<file path="config.mk">
export PLATFORM = sky130hd
export DESIGN_NAME = phy10_line_core
export DESIGN_NICKNAME = d
export VERILOG_FILES = /design/src/design/phy10_pkg.sv /design/src/design/dibit_buffer.sv /design/src/design/phy10_line_core.sv
export VERILOG_INCLUDE_DIRS = /design/src /design/src/design
export SDC_FILE = /design/constraint.sdc
export NUM_CORES = 1
export LEC_CHECK = 0
export BUFFER_PORTS_ARGS = -buffer_cell sky130_fd_sc_hd__buf_2
export CORE_AREA = 2 2 139 101
export CTS_BUF_LIST = sky130_fd_sc_hd__clkbuf_4 sky130_fd_sc_hd__clkbuf_8 sky130_fd_sc_hd__clkbuf_16
export DETAILED_ROUTE_END_ITERATION = 10
export DIE_AREA = 0 0 141 103
export PLACE_DENSITY = 0.71
export SLEW_MARGIN = 25
export SYNTH_ARGS = -nofsm -noshare
export SYNTH_HDL_FRONTEND = slang
export SYNTH_SLANG_ARGS = --single-unit
</file>
<file path="constraint.sdc">
create_clock -name clk -period 3 [get_ports clk]
set_input_delay 0.15 -clock clk [delete_from_list [all_inputs] [get_ports clk]]
set_output_delay 0.15 -clock clk [all_outputs]
set_load 0.005 [all_outputs]
</file>
<file path="src/design/phy10_params.svh">
/*
 constants for the 10 Mb/s line functions and loopback selection:
 register offsets, field positions, reset values and timing counts.
 assumes a 40 MHz core clock; included by bare name.
*/
// Operation
// serial 100M receive bits packed into dibits
// squelch rejects pulses below threshold
// opposite then original crossing, each 50ns apart
// transmitting: five transitions checked, then reset
// idle 10M line: 100ns pulse every 16ms
// jabber stops transmit after 100ms active
// jabbered until enable low for 500ms
// jabber only active at 10 Mb/s
// receive polarity reversal detected and corrected
// at most one loopback mode at once
// loopbacks work at both speeds
// four low self-test bits pick near-end point
// host should disable autonegotiation before loopback
// loop bit plus bit2 gives MAC loopback
// bit0 gives coding input loopback
// bit1 gives coding output loopback
// coding loopbacks skip all signal processing
// bit2 loops whole digital path
// bit3 loops after analog front end
// bit4 far-end loop back to partner
// far-end loop ignores MAC data
`ifndef PHY10_PARAMS_SVH
`define PHY10_PARAMS_SVH

// ==========================================================
// register map
`define REG_ADDR_W      5
`define REG_BASIC_CTRL  5'h00
`define REG_SELF_TEST   5'h16
`define BASIC_CTRL_RST  16'h2000
`define SELF_TEST_RST   16'h0000
`define BMC_LOOP_BIT    14
`define BMC_SPEED_BIT   13
`define STC_PCS_IN_BIT  0
`define STC_PCS_OUT_BIT 1
`define STC_DIGITAL_BIT 2
`define STC_ANALOG_BIT  3
`define STC_FAR_BIT     4

// ==========================================================
// timing
`define CLK_PERIOD_NS   25
`define SQ_GAP_NS       50
`define SQ_GAP_CYC      ((`SQ_GAP_NS + `CLK_PERIOD_NS - 1) / `CLK_PERIOD_NS)
`define SQ_IDLE_NS      200
`define SQ_IDLE_CYC     (`SQ_IDLE_NS / `CLK_PERIOD_NS)
`define SQ_BASE_TRANS   3
`define SQ_TX_TRANS     5
`define NLP_WIDTH_NS    100
`define NLP_WIDTH_CYC   (`NLP_WIDTH_NS / `CLK_PERIOD_NS)
`define NLP_PERIOD_MS   16
`define NLP_PERIOD_CYC  (`NLP_PERIOD_MS * 1000000 / `CLK_PERIOD_NS)
`define JAB_MS          100
`define JAB_CYC         (`JAB_MS * 1000000 / `CLK_PERIOD_NS)
`define UNJAB_MS        500
`define UNJAB_CYC       (`UNJAB_MS * 1000000 / `CLK_PERIOD_NS)
`define CNT_W           25

`endif

</file>
<file path="src/design/phy10_pkg.sv">
/*
 types shared by the line/loopback core and its dibit buffer.
 assumes phy10_params.svh is on the include path.
*/
`include "phy10_params.svh"

package phy10_pkg;

   // ==========================================================
   // data carrier
   typedef struct packed {
      logic       dv;
      logic [1:0] d;
   } dibit_t;

   typedef enum logic [2:0] {
      LB_NONE, LB_MII, LB_PCS_IN, LB_PCS_OUT, LB_DIGITAL, LB_ANALOG, LB_FAR_END
   } lb_mode_t;

   typedef enum logic [2:0] {
      SQ_IDLE, SQ_WAIT_OPP, SQ_WAIT_ORIG, SQ_TX_COUNT, SQ_VALID
   } sq_state_t;

   // ==========================================================
   // module state
   typedef struct packed {
      dibit_t [1:0] mem;
      logic         wp;
      logic         rp;
      logic [1:0]   cnt;
   } buf_state_t;

   typedef struct packed {
      logic [15:0]         bmc;
      logic [15:0]         stc;
      logic [15:0]         rdata;
      sq_state_t           sq;
      logic [3:0]          gap;
      logic [2:0]          trans;
      logic                first_neg;
      logic                pol_rev;
      logic                half;
      logic                hold;
      dibit_t              pk;
      dibit_t              p1;
      dibit_t              p2;
      dibit_t              ltx;
      logic                nlp;
      logic [`CNT_W-1:0]   nlp_cnt;
      logic                jab;
      logic [`CNT_W-1:0]   jab_cnt;
   } core_state_t;

endpackage

</file>
<file path="src/design/dibit_buffer.sv">
/*
 two-entry dibit buffer with valid/ready on both sides.
 assumes one clock, synchronous active-low reset.
*/
`timescale 1ns/1ps
`default_nettype none

module dibit_buffer
   import phy10_pkg::*;
(
   // clock and reset
   input  wire logic              clk,
   input  wire logic              rstn,
   // fill side
   input  wire logic              in_valid,
   output logic                   in_ready,
   input  wire phy10_pkg::dibit_t in_data,
   // drain side
   output logic                   out_valid,
   input  wire logic              out_ready,
   output phy10_pkg::dibit_t      out_data
);

   // ==========================================================
   // state
   buf_state_t s_reg;
   buf_state_t s_next;
   logic       push;
   logic       pop;

   assign in_ready  = (s_reg.cnt != 2'h2);
   assign out_valid = (s_reg.cnt != 2'h0);
   assign out_data  = s_reg.mem[s_reg.rp];
   assign push      = in_valid && in_ready;
   assign pop       = out_valid && out_ready;

   always_comb begin
      s_next = s_reg;
      if (push) begin
         s_next.mem[s_reg.wp] = in_data;
         s_next.wp = ~s_reg.wp;
      end
      if (pop) begin
         s_next.rp = ~s_reg.rp;
      end
      // simultaneous push and pop keeps the count
      s_next.cnt = s_reg.cnt + {1'b0, push} - {1'b0, pop};
   end

   always_ff @(posedge clk) begin
      if (!rstn) begin
         s_reg <= '0;
      end else begin
         s_reg <= s_next;
      end
   end
endmodule // dibit_buffer

`default_nettype wire

</file>
<file path="src/design/phy10_line_core.sv">
/*
 10 Mb/s line functions (squelch, link pulses, jabber, polarity) and
 the loopback steering of the dibit datapath, with its register port.
 assumes line comparator and bit strobes synchronous to clk at 40 MHz.
*/
`timescale 1ns/1ps
`default_nettype none

module phy10_line_core
   import phy10_pkg::*;
#(
   parameter int NLP_PERIOD_CYC = `NLP_PERIOD_CYC,
   parameter int JAB_CYC        = `JAB_CYC,
   parameter int UNJAB_CYC      = `UNJAB_CYC
) (
   // clock and reset
   input  wire logic                   clk,
   input  wire logic                   rstn,
   // register port
   input  wire logic [`REG_ADDR_W-1:0] reg_addr,
   input  wire logic                   reg_wr,
   input  wire logic                   reg_rd,
   input  wire logic [15:0]            reg_wdata,
   output logic [15:0]                 reg_rdata,
   // mac side
   input  wire phy10_pkg::dibit_t      mac_tx,
   output phy10_pkg::dibit_t           mac_rx,
   output logic                        mac_rx_valid,
   input  wire logic                   mac_rx_ready,
   output logic                        rx_buf_ready,
   // line receive
   input  wire logic                   rx100_bit,
   input  wire logic                   rx100_bit_valid,
   input  wire logic                   rx10_bit,
   input  wire logic                   rx10_bit_valid,
   input  wire logic                   sq_pos,
   input  wire logic                   sq_neg,
   // line transmit and status
   output phy10_pkg::dibit_t           line_tx,
   output logic                        nlp_out,
   output logic                        squelch_ok,
   output logic                        pol_reversed,
   output logic                        jabbered
);

   // ==========================================================
   // decode
   localparam logic [`CNT_W-1:0] NLP_LAST   = `CNT_W'(NLP_PERIOD_CYC - 1);
   localparam logic [`CNT_W-1:0] JAB_LAST   = `CNT_W'(JAB_CYC - 1);
   localparam logic [`CNT_W-1:0] UNJAB_LAST = `CNT_W'(UNJAB_CYC - 1);
   localparam logic [`CNT_W-1:0] NLP_W_LAST = `CNT_W'(`NLP_WIDTH_CYC - 1);
   localparam logic [3:0]        GAP_MIN    = 4'(`SQ_GAP_CYC - 1);
   localparam logic [3:0]        GAP_IDLE   = 4'(`SQ_IDLE_CYC);
   localparam logic [2:0]        TX_EXTRA   = 3'(`SQ_TX_TRANS - `SQ_BASE_TRANS - 1);

   // contradicting bit settings fall back to normal operation
   function automatic lb_mode_t lb_decode(input logic [15:0] bmc, input logic [15:0] stc);
      logic [4:0] b;
      b = stc[`STC_FAR_BIT:`STC_PCS_IN_BIT];
      lb_decode = LB_NONE;
      if ($countones(b) == 1) begin
         if (b[`STC_DIGITAL_BIT] && bmc[`BMC_LOOP_BIT]) begin
            lb_decode = LB_MII;
         end else if (b[`STC_PCS_IN_BIT]) begin
            lb_decode = LB_PCS_IN;
         end else if (b[`STC_PCS_OUT_BIT]) begin
            lb_decode = LB_PCS_OUT;
         end else if (b[`STC_DIGITAL_BIT]) begin
            lb_decode = LB_DIGITAL;
         end else if (b[`STC_ANALOG_BIT]) begin
            lb_decode = LB_ANALOG;
         end else begin
            lb_decode = LB_FAR_END;
         end
      end
   endfunction

   // ==========================================================
   // state
   core_state_t s_reg;
   core_state_t s_next;
   lb_mode_t    mode;
   logic        speed10;
   dibit_t      buf_in;
   dibit_t      buf_out;
   logic        buf_in_ready;
   logic        buf_out_valid;
   logic        buf_out_ready;
   dibit_t      tx_src;
   logic        any_x;
   logic        opp_x;
   logic        orig_x;
   logic        bit_v;
   logic        bit_d;
   logic        busy;

   assign mode    = lb_decode(s_reg.bmc, s_reg.stc);
   assign speed10 = !s_reg.bmc[`BMC_SPEED_BIT];
   assign any_x   = sq_pos || sq_neg;
   assign opp_x   = s_reg.first_neg ? sq_pos : sq_neg;
   assign orig_x  = s_reg.first_neg ? sq_neg : sq_pos;

   // ==========================================================
   // datapath steering
   always_comb begin
      // coding input loop taps the raw dibits, coding output loop taps them one stage later at p1
      unique case (mode)
         LB_MII, LB_PCS_IN: buf_in = mac_tx;
         LB_PCS_OUT:        buf_in = s_reg.p1;
         LB_DIGITAL:        buf_in = s_reg.p2;
         LB_ANALOG:         buf_in = s_reg.ltx;
         default:           buf_in = s_reg.pk;
      endcase
      // near-end digital loops keep the line quiet
      unique case (mode)
         LB_FAR_END:        tx_src = buf_out_valid ? buf_out : '0;
         LB_NONE, LB_ANALOG: tx_src = s_reg.p2;
         default:           tx_src = '0;
      endcase
   end

   // far-end drains to the line, which never stalls
   assign buf_out_ready = (mode == LB_FAR_END) ? 1'b1 : mac_rx_ready;
   assign mac_rx_valid  = buf_out_valid && (mode != LB_FAR_END);
   assign mac_rx        = buf_out;
   assign rx_buf_ready  = buf_in_ready;

   dibit_buffer u_rx_buf (
      .clk       (clk),
      .rstn      (rstn),
      .in_valid  (buf_in.dv),
      .in_ready  (buf_in_ready),
      .in_data   (buf_in),
      .out_valid (buf_out_valid),
      .out_ready (buf_out_ready),
      .out_data  (buf_out)
   );

   // ==========================================================
   // next state
   always_comb begin
      s_next = s_reg;
      // register port
      if (reg_wr && reg_addr == `REG_BASIC_CTRL) begin
         s_next.bmc = reg_wdata;
      end
      if (reg_wr && reg_addr == `REG_SELF_TEST) begin
         s_next.stc = reg_wdata;
      end
      if (reg_rd) begin
         unique case (reg_addr)
            `REG_BASIC_CTRL: s_next.rdata = s_reg.bmc;
            `REG_SELF_TEST:  s_next.rdata = s_reg.stc;
            default:         s_next.rdata = '0;
         endcase
      end

      // transmit pipeline, mac ignored under far-end loop
      s_next.p1 = (mode == LB_FAR_END) ? '0 : mac_tx;
      s_next.p2 = s_reg.p1;
      s_next.ltx = s_reg.jab ? '0 : tx_src;

      // squelch qualification
      if (s_reg.gap != GAP_IDLE) begin
         s_next.gap = s_reg.gap + 4'h1;
      end
      if (any_x) begin
         s_next.gap = 4'h0;
      end
      unique case (s_reg.sq)
         SQ_IDLE: begin
            // only threshold crossings start qualification
            if (any_x) begin
               s_next.sq = SQ_WAIT_OPP;
               s_next.first_neg = sq_neg && !sq_pos;
            end
         end
         SQ_WAIT_OPP: begin
            if (opp_x) begin
               s_next.sq = (s_reg.gap >= GAP_MIN) ? SQ_WAIT_ORIG : SQ_IDLE;
            end else if (s_reg.gap == GAP_IDLE) begin
               s_next.sq = SQ_IDLE;
            end
         end
         SQ_WAIT_ORIG: begin
            if (orig_x && s_reg.gap >= GAP_MIN) begin
               s_next.trans = 3'h0;
               if (s_reg.p2.dv) begin
                  s_next.sq = SQ_TX_COUNT;
               end else begin
                  s_next.sq = SQ_VALID;
                  s_next.pol_rev = s_reg.first_neg;
               end
            end else if (any_x || s_reg.gap == GAP_IDLE) begin
               s_next.sq = SQ_IDLE;
            end
         end
         SQ_TX_COUNT: begin
            if (any_x) begin
               s_next.trans = s_reg.trans + 3'h1;
               if (s_reg.trans == TX_EXTRA) begin
                  s_next.sq = SQ_VALID;
                  s_next.trans = 3'h0;
                  s_next.pol_rev = s_reg.first_neg;
               end
            end else if (s_reg.gap == GAP_IDLE) begin
               s_next.sq = SQ_IDLE;
            end
         end
         SQ_VALID: begin
            if (s_reg.gap == GAP_IDLE) begin
               s_next.sq = SQ_IDLE;
            end
         end
         default: s_next.sq = SQ_IDLE;
      endcase

      // serial to dibit, 10M bits polarity corrected
      bit_v = speed10 ? (rx10_bit_valid && s_reg.sq == SQ_VALID) : rx100_bit_valid;
      bit_d = speed10 ? (rx10_bit ^ s_reg.pol_rev) : rx100_bit;
      s_next.pk = '0;
      if (speed10 && s_reg.sq != SQ_VALID) begin
         s_next.half = 1'b0;
      end else if (bit_v) begin
         if (!s_reg.half) begin
            s_next.hold = bit_d;
            s_next.half = 1'b1;
         end else begin
            s_next.pk = '{dv: 1'b1, d: {bit_d, s_reg.hold}};
            s_next.half = 1'b0;
         end
      end

      // link pulses, started only on an idle transmitter
      busy = mac_tx.dv || s_reg.p1.dv || s_reg.p2.dv || tx_src.dv;
      if (!speed10) begin
         s_next.nlp = 1'b0;
         s_next.nlp_cnt = '0;
      end else if (s_reg.nlp) begin
         s_next.nlp_cnt = s_reg.nlp_cnt + `CNT_W'(1);
         if (s_reg.nlp_cnt == NLP_W_LAST) begin
            s_next.nlp = 1'b0;
            // count runs on: period is start to start
         end
      end else if (busy) begin
         s_next.nlp_cnt = '0;
      end else if (s_reg.nlp_cnt == NLP_LAST) begin
         s_next.nlp = 1'b1;
         s_next.nlp_cnt = '0;
      end else begin
         s_next.nlp_cnt = s_reg.nlp_cnt + `CNT_W'(1);
      end

      // jabber, measured on the internal transmit enable
      if (!speed10) begin
         s_next.jab = 1'b0;
         s_next.jab_cnt = '0;
      end else if (!s_reg.jab) begin
         if (!tx_src.dv) begin
            s_next.jab_cnt = '0;
         end else if (s_reg.jab_cnt == JAB_LAST) begin
            s_next.jab = 1'b1;
            s_next.jab_cnt = '0;
         end else begin
            s_next.jab_cnt = s_reg.jab_cnt + `CNT_W'(1);
         end
      end else if (tx_src.dv) begin
         s_next.jab_cnt = '0;
      end else if (s_reg.jab_cnt == UNJAB_LAST) begin
         s_next.jab = 1'b0;
         s_next.jab_cnt = '0;
      end else begin
         s_next.jab_cnt = s_reg.jab_cnt + `CNT_W'(1);
      end
   end

   always_ff @(posedge clk) begin
      if (!rstn) begin
         s_reg <= '0;
         s_reg.bmc <= `BASIC_CTRL_RST;
         s_reg.stc <= `SELF_TEST_RST;
         s_reg.sq <= SQ_IDLE;
      end else begin
         s_reg <= s_next;
      end
   end

   assign reg_rdata    = s_reg.rdata;
   assign line_tx      = s_reg.ltx;
   assign nlp_out      = s_reg.nlp;
   assign squelch_ok   = (s_reg.sq == SQ_VALID);
   assign pol_reversed = s_reg.pol_rev;
   assign jabbered     = s_reg.jab;
endmodule // phy10_line_core

`default_nettype wire

</file>
After elaboration in Yosys (flattened, before gate mapping)
Cells that the tools add are included.

storage, ports and cells
  register bits = 136
  bits of input ports = 35
  output and inout port bits = 28
  logic and storage cells = 172

operators by class
  add/subtract/negate cells = 10
  order comparisons = 4
  equal/unequal tests = 29
  multiplexer cells = 56
  bitwise operators = 7
  reduce and logical (&&, ||, !) cells = 37

operators with widths
  operator                                                            number
  25-bit two-way mux                                                  6
  3-bit two-way mux                                                   20
  26-bit two-way mux                                                  2
  25-bit by 1-bit adder with 25-bit output (second input constant)    2
  16-bit case mux with 2 select lines                                 1
  25-bit by 2-bit == test with 1-bit output (second input constant)   1
  25-bit by 20-bit == test with 1-bit output (second input constant)  1
  25-bit by 22-bit == test with 1-bit output (second input constant)  1
  25-bit == test (second input constant)                              1
  1-bit two-way mux                                                   17
  3-bit case mux with 5 select lines                                  1
  2-bit OR reduction                                                  7
  3-bit by 2-bit == test with 1-bit output (second input constant)    4
  3-bit == test (second input constant)                               4
  2-bit inequality test (second input constant)                       6
  3-bit inequality test (second input constant)                       4
  3-bit case mux with 2 select lines                                  2
  3-bit case mux with 4 select lines                                  1
  1-bit logical AND                                                   11
  3-bit by 1-bit == test with 1-bit output (second input constant)    3
  3-bit AND reduction                                                 3
  6-bit bitwise mux                                                   1
  3-bit zero test                                                     2
  2-bit two-way mux                                                   3
  26 further kinds                                                    39

Longest topological paths before layout
  word-level depth = 12
  gate-level depth with buffers = 15
  gate-level depth less buffers = 14

Modules after synthesis
A second synthesis with hierarchy kept.

unflattened totals
  cell total of the unflattened synthesis = 761
  area total of the unflattened synthesis = 6392.4 um^2

modules (own cells, without submodules)
  module           instances  cells an instance  area each (um^2)  seq. area each (um^2)
  phy10_line_core  1          712                5914.4            2522.4
  dibit_buffer     1          49                 478.0             200.2

Worst setup path before layout
Ideal clock, no wire load.

  path kind = register to register
  from = reg s_reg[94] (netlist name)
  to = reg u_rx_buf.s_reg[1] (netlist name)
  data arrival time = 3.213 ns
  required time = 2.872 ns
  path slack = -0.340 ns
  cell stages (with the launch flop) = 15
  buffers on the path = 1
  clock period less this slack = 3.340 ns
  cell sequence = dfxtp_1 buf_6 inv_1 fa_1 fa_1 inv_1 ha_1 nor3_4 o21ai_0 or2_1 o311a_4 ha_1 xor2_1 xnor2_1 nor2_1

between the ends
  longest elaborated chain between the ends = 11
  elaborated cells between the ends (all ways) = 20
  those cells by class = add/sub: 5; eq/ne: 7; mux: 5; reduce/logical: 3

RTL lines
  item                                                                                                  RTL line                RTL
  start, declared                                                                                       phy10_line_core.sv:80   core_state_t s_reg;
  start signal, assigned                                                                                phy10_line_core.sv:284  s_reg <= s_next;
  1-bit by 1-bit adder with 2-bit output (not written as such)                                          phy10_line_core.sv:61   if ($countones(b) == 1) begin
  2-bit by 2-bit adder with 3-bit output (not written as such)                                          phy10_line_core.sv:61
  3-bit by 1-bit adder with 4-bit output (not written as such)                                          phy10_line_core.sv:61
  4-bit by 1-bit == test with 1-bit output                                                              phy10_line_core.sv:61
  3-bit two-way mux *                                                                                   phy10_line_core.sv:61
  3-bit by 1-bit == test with 1-bit output or 3-bit by 2-bit == test with 1-bit output (tied branches)  phy10_line_core.sv:107  unique case (mode)
  2-bit OR reduction                                                                                    phy10_line_core.sv:107
  3-bit case mux with 4 select lines                                                                    phy10_line_core.sv:107
  1-bit logical AND                                                                                     dibit_buffer.sv:34      assign push = in_valid && in_ready;
  2-bit by 1-bit adder with 2-bit output                                                                dibit_buffer.sv:47      s_next.cnt = s_reg.cnt + {1'b0, push} - {1'b0, pop};
  2-bit by 1-bit subtractor with 2-bit output *                                                         dibit_buffer.sv:47
  end signal, assigned                                                                                  dibit_buffer.sv:54      s_reg <= s_next;
  end, declared                                                                                         dibit_buffer.sv:26      buf_state_t s_reg;

Every way passes the cells marked *; elsewhere a longest branch is shown, timed or not.
A chain may end at the register's enable or synchronous reset.

Worst setup path after layout
  from = reg s_reg[95] (netlist name)
  to = reg u_rx_buf.s_reg[1] (netlist name)

The elaborated chain is that of the path after synthesis.

==> flow_summary.ini <==
[status]
status = finished, violations left
violations = setup timing

[synthesis]
ys.warnings.count = 0
synth_nets = 779
ys_types = 74
synth.avg_cell_area_um2 = 8.815
synthArstFlopShare_pct = 0
synth_edf_count = 0
ys_seq_area_share_pct = 42.14
ys_seq_elements = 136
synth_cells = 733
syn_area_um2 = 6461
synthFlopType = dfxtp_1

[worst_setup_path]
rr_worst_depth = 13
critPathRequiredTime_ns = 3.29
crit_arrival_ns = 3.32
max_stage_delay_ns = 0.48
cpLargestDelayFamily = adder cells
path_buf_inv = 2
endpoint_kind = register
worstSetupPathDepth = 13
cp_common_cell = ha_4
path_class = reg -> reg
cp_slowest_cell = fa_1
crit_path_cell_trace = inv_4, fa_1, fa_2, inv_2, ha_4, nor3_4, o21ai_2, or2_1, o311a_4, ha_4, xor2_2, xnor2_1, nor2_1
critical_path.startpoint_type = register
critPathMaxFanout = 3

[finish]
multi_input_area_um2 = 3417
fillers = 1177
regArea_um2 = 2726
drive_above_1_share_pct = 22.51
largest_reg_flops = 101
area_delta_synth_final_pct = 19.58
antenna_cells = 0
fin_nets = 846
fin_cells = 984
final_core_util_pct = 57.75

[placement]
place.port_buffers = 62
place_ws_ns = -0.05374
dp_cells = 929
dpl.hpwl_um = 10290
gp_congestion = 0.9097

[global_routing]
grt_pass1_vias = 5329
grt_pass1_wl_um = 25500
overflow = 0
antenna_found_initial = 0
grt_usage_pct = 22.03
grt_max_degree = 60

[clocking]
cts_root_buffer = clkbuf_16
worstSkewPairLatency_ns = 0.42
htreeDepth = 4
cts_buffers = 17
cts_tree = yes
clk_path_buf_depth = 2
clkSinkCount = 136
cts.reportedPaths.clkPinSlew_ns = 0.06

[die]
die_h_um = 103
coreArea_um2 = 13380
dieArea_um2 = 14520
start_util_pct = 48.30
fp.dieW_um = 141
io_pins = 63
core.rowCount = 36

[worst_hold_path]
min_path_cells = 2
hold_class = in -> reg

[pwr]
p_per_area_nw_per_um2 = 571.0
p_leak_nw = 2.756
vdd_drop_max_mv = 0.3563

[route]
wl_um = 15470
wl_per_cell_um = 15.72
antenna_left = 0
first_pass_iters = 5
post_drt_via_cell_ratio = 5.623
via_count = 5533
first_iter_violations = 340
drc = 0

[sta]
setup_viol = 2
rsz0062_at_grt = yes
holdWs_ns = 0.02813
slew_viol_final = 0
max_slew_margin_pct = 36.37
skew_ns = 0.008904
worst_pin_slew_ns = 0.9539
fin_ws_ns = -0.03578
timing.fmax_mhz = 329.4
period_needed_ns = 3.036
finalHoldViolations = 0
period_share_pct = 101.2

[job]
drv_cap = 0
synthesized netlist by cell type, drive strengths merged (17+ instances only):
cell	n	share of area [%]
buf	34	4.1
inv	18	1.0
a21oi	45	3.5
xor2	33	4.5
nand3	17	1.3
nor2	77	4.6
dfxtp	136	42
xnor2	19	2.6
nor3	38	4.7
a211oi	17	2.0
a22oi	22	2.8
clkbuf	18	1.0
nand2	105	6.3
stage by stage:
stage / cell area, um^2 / total power, mW / setup TNS (ns)
3_3_place_gp: 6818 / 2.244 / 0
6_report: 7726 / 4.412 / -0.04335
2_1_floorplan: 6502 / 2.150 / -0.03684
4_1_cts: 7646 / 4.417 / -0.09569
3_5_place_dp: 6818 / 2.263 / -0.09656
5_1_grt: 7726 / 4.553 / -1.488
what timing repair did:
item | 4_1_cts | 5_1_grt
endpoints found under the hold margin | 31 | 0
setup buffers | 0 | 2
hold buffers | 19 | 0
cloned | 0 | 2
setup endpoints to repair | 11 | 34
pin swaps | 0 | 1
resized for setup | 5 | 8
layout by cell type (no fill, tap or decap), drive strengths merged, types with 8 or more instances in the layout:
| master | count |
|---|---|
| a211oi | 17 |
| nor3 | 38 |
| nand2 | 105 |
| mux2i | 8 |
| ha | 9 |
| and2 | 11 |
| dlygate4sd3 | 19 |
| xor2 | 33 |
| nor2 | 77 |
| xnor2 | 19 |
| a21oi | 45 |
| and3 | 14 |
| nand3 | 17 |
| buf | 80 |
| o21ai | 15 |
| inv | 20 |
| nand4 | 15 |
| dfxtp | 136 |
| a22oi | 22 |
| clkbuf | 24 |
power breakdown:
group / leakage (nW) / switching [mW] / internal (mW)
Combinational: 1.35 / 0.205 / 0.170
Sequential: 1.10 / 0.0453 / 1.85
Clock: 0.304 / 0.789 / 1.35
Total: 2.76 / 1.04 / 3.37
cell families (layout without fill, tap and decap cells):
kind of cell	Yosys count	after routing	synth area share (%)
DFF	136	136	42.14
and+or+nand+nor	324	324	26.57
xor gates and xnor gates	52	52	7.049
muxes	13	13	2.304
buffers and inverters	71	151	6.274
AOI/OAI and AO/OA	126	126	13.30
adders and majority gates	11	11	2.363
worst register-to-register path, cell delays in order (launching register included):
cell and delay (ns):
dfxtp_2 0.35, inv_4 0.04, fa_1 0.48, fa_2 0.38, inv_2 0.07, ha_4 0.20, nor3_4 0.18, o21ai_2 0.09
or2_1 0.22, o311a_4 0.32, ha_4 0.17, xor2_2 0.17, xnor2_1 0.17, nor2_1 0.06
routing by layer:
| metal | vias to the layer above | share of wire, % | track usage [%] |
|---|---|---|---|
| met5 | - | 0 | 0 |
| li1 | 2666 | - | - |
| met2 | 178 | 48 | 37.19 |
| met4 | 0 | 1.5 | 8.462 |
| met3 | 24 | 5.6 | 5.806 |
| met1 | 2665 | 45 | 27.44 |
area by class of cell:
cell class,instances,share of cell area [%]
inverters,19,0.9555
clock buffers,23,6.494
well taps,171,2.769
repair buffers,100,8.810
clock inverters,9,1.457
flip-flops and latches,136,35.29
multi-input cells,526,44.23
worst paths after layout:
kind                                 from                            to  slack [ns]
setup reg to reg   s_reg[95]$_SDFFE_PN0P_  u_rx_buf.s_reg[1]$_SDFF_PN0_       -0.04
hold / removal                  mac_tx[2]         s_next[57]$_SDFF_PP0_        0.03
hold reg to reg   s_reg[122]$_SDFFE_PN0P_       s_reg[122]$_SDFFE_PN0P_        0.45
setup / recovery   s_reg[95]$_SDFFE_PN0P_  u_rx_buf.s_reg[1]$_SDFF_PN0_       -0.04
Power figures use the tool's default switching activity.
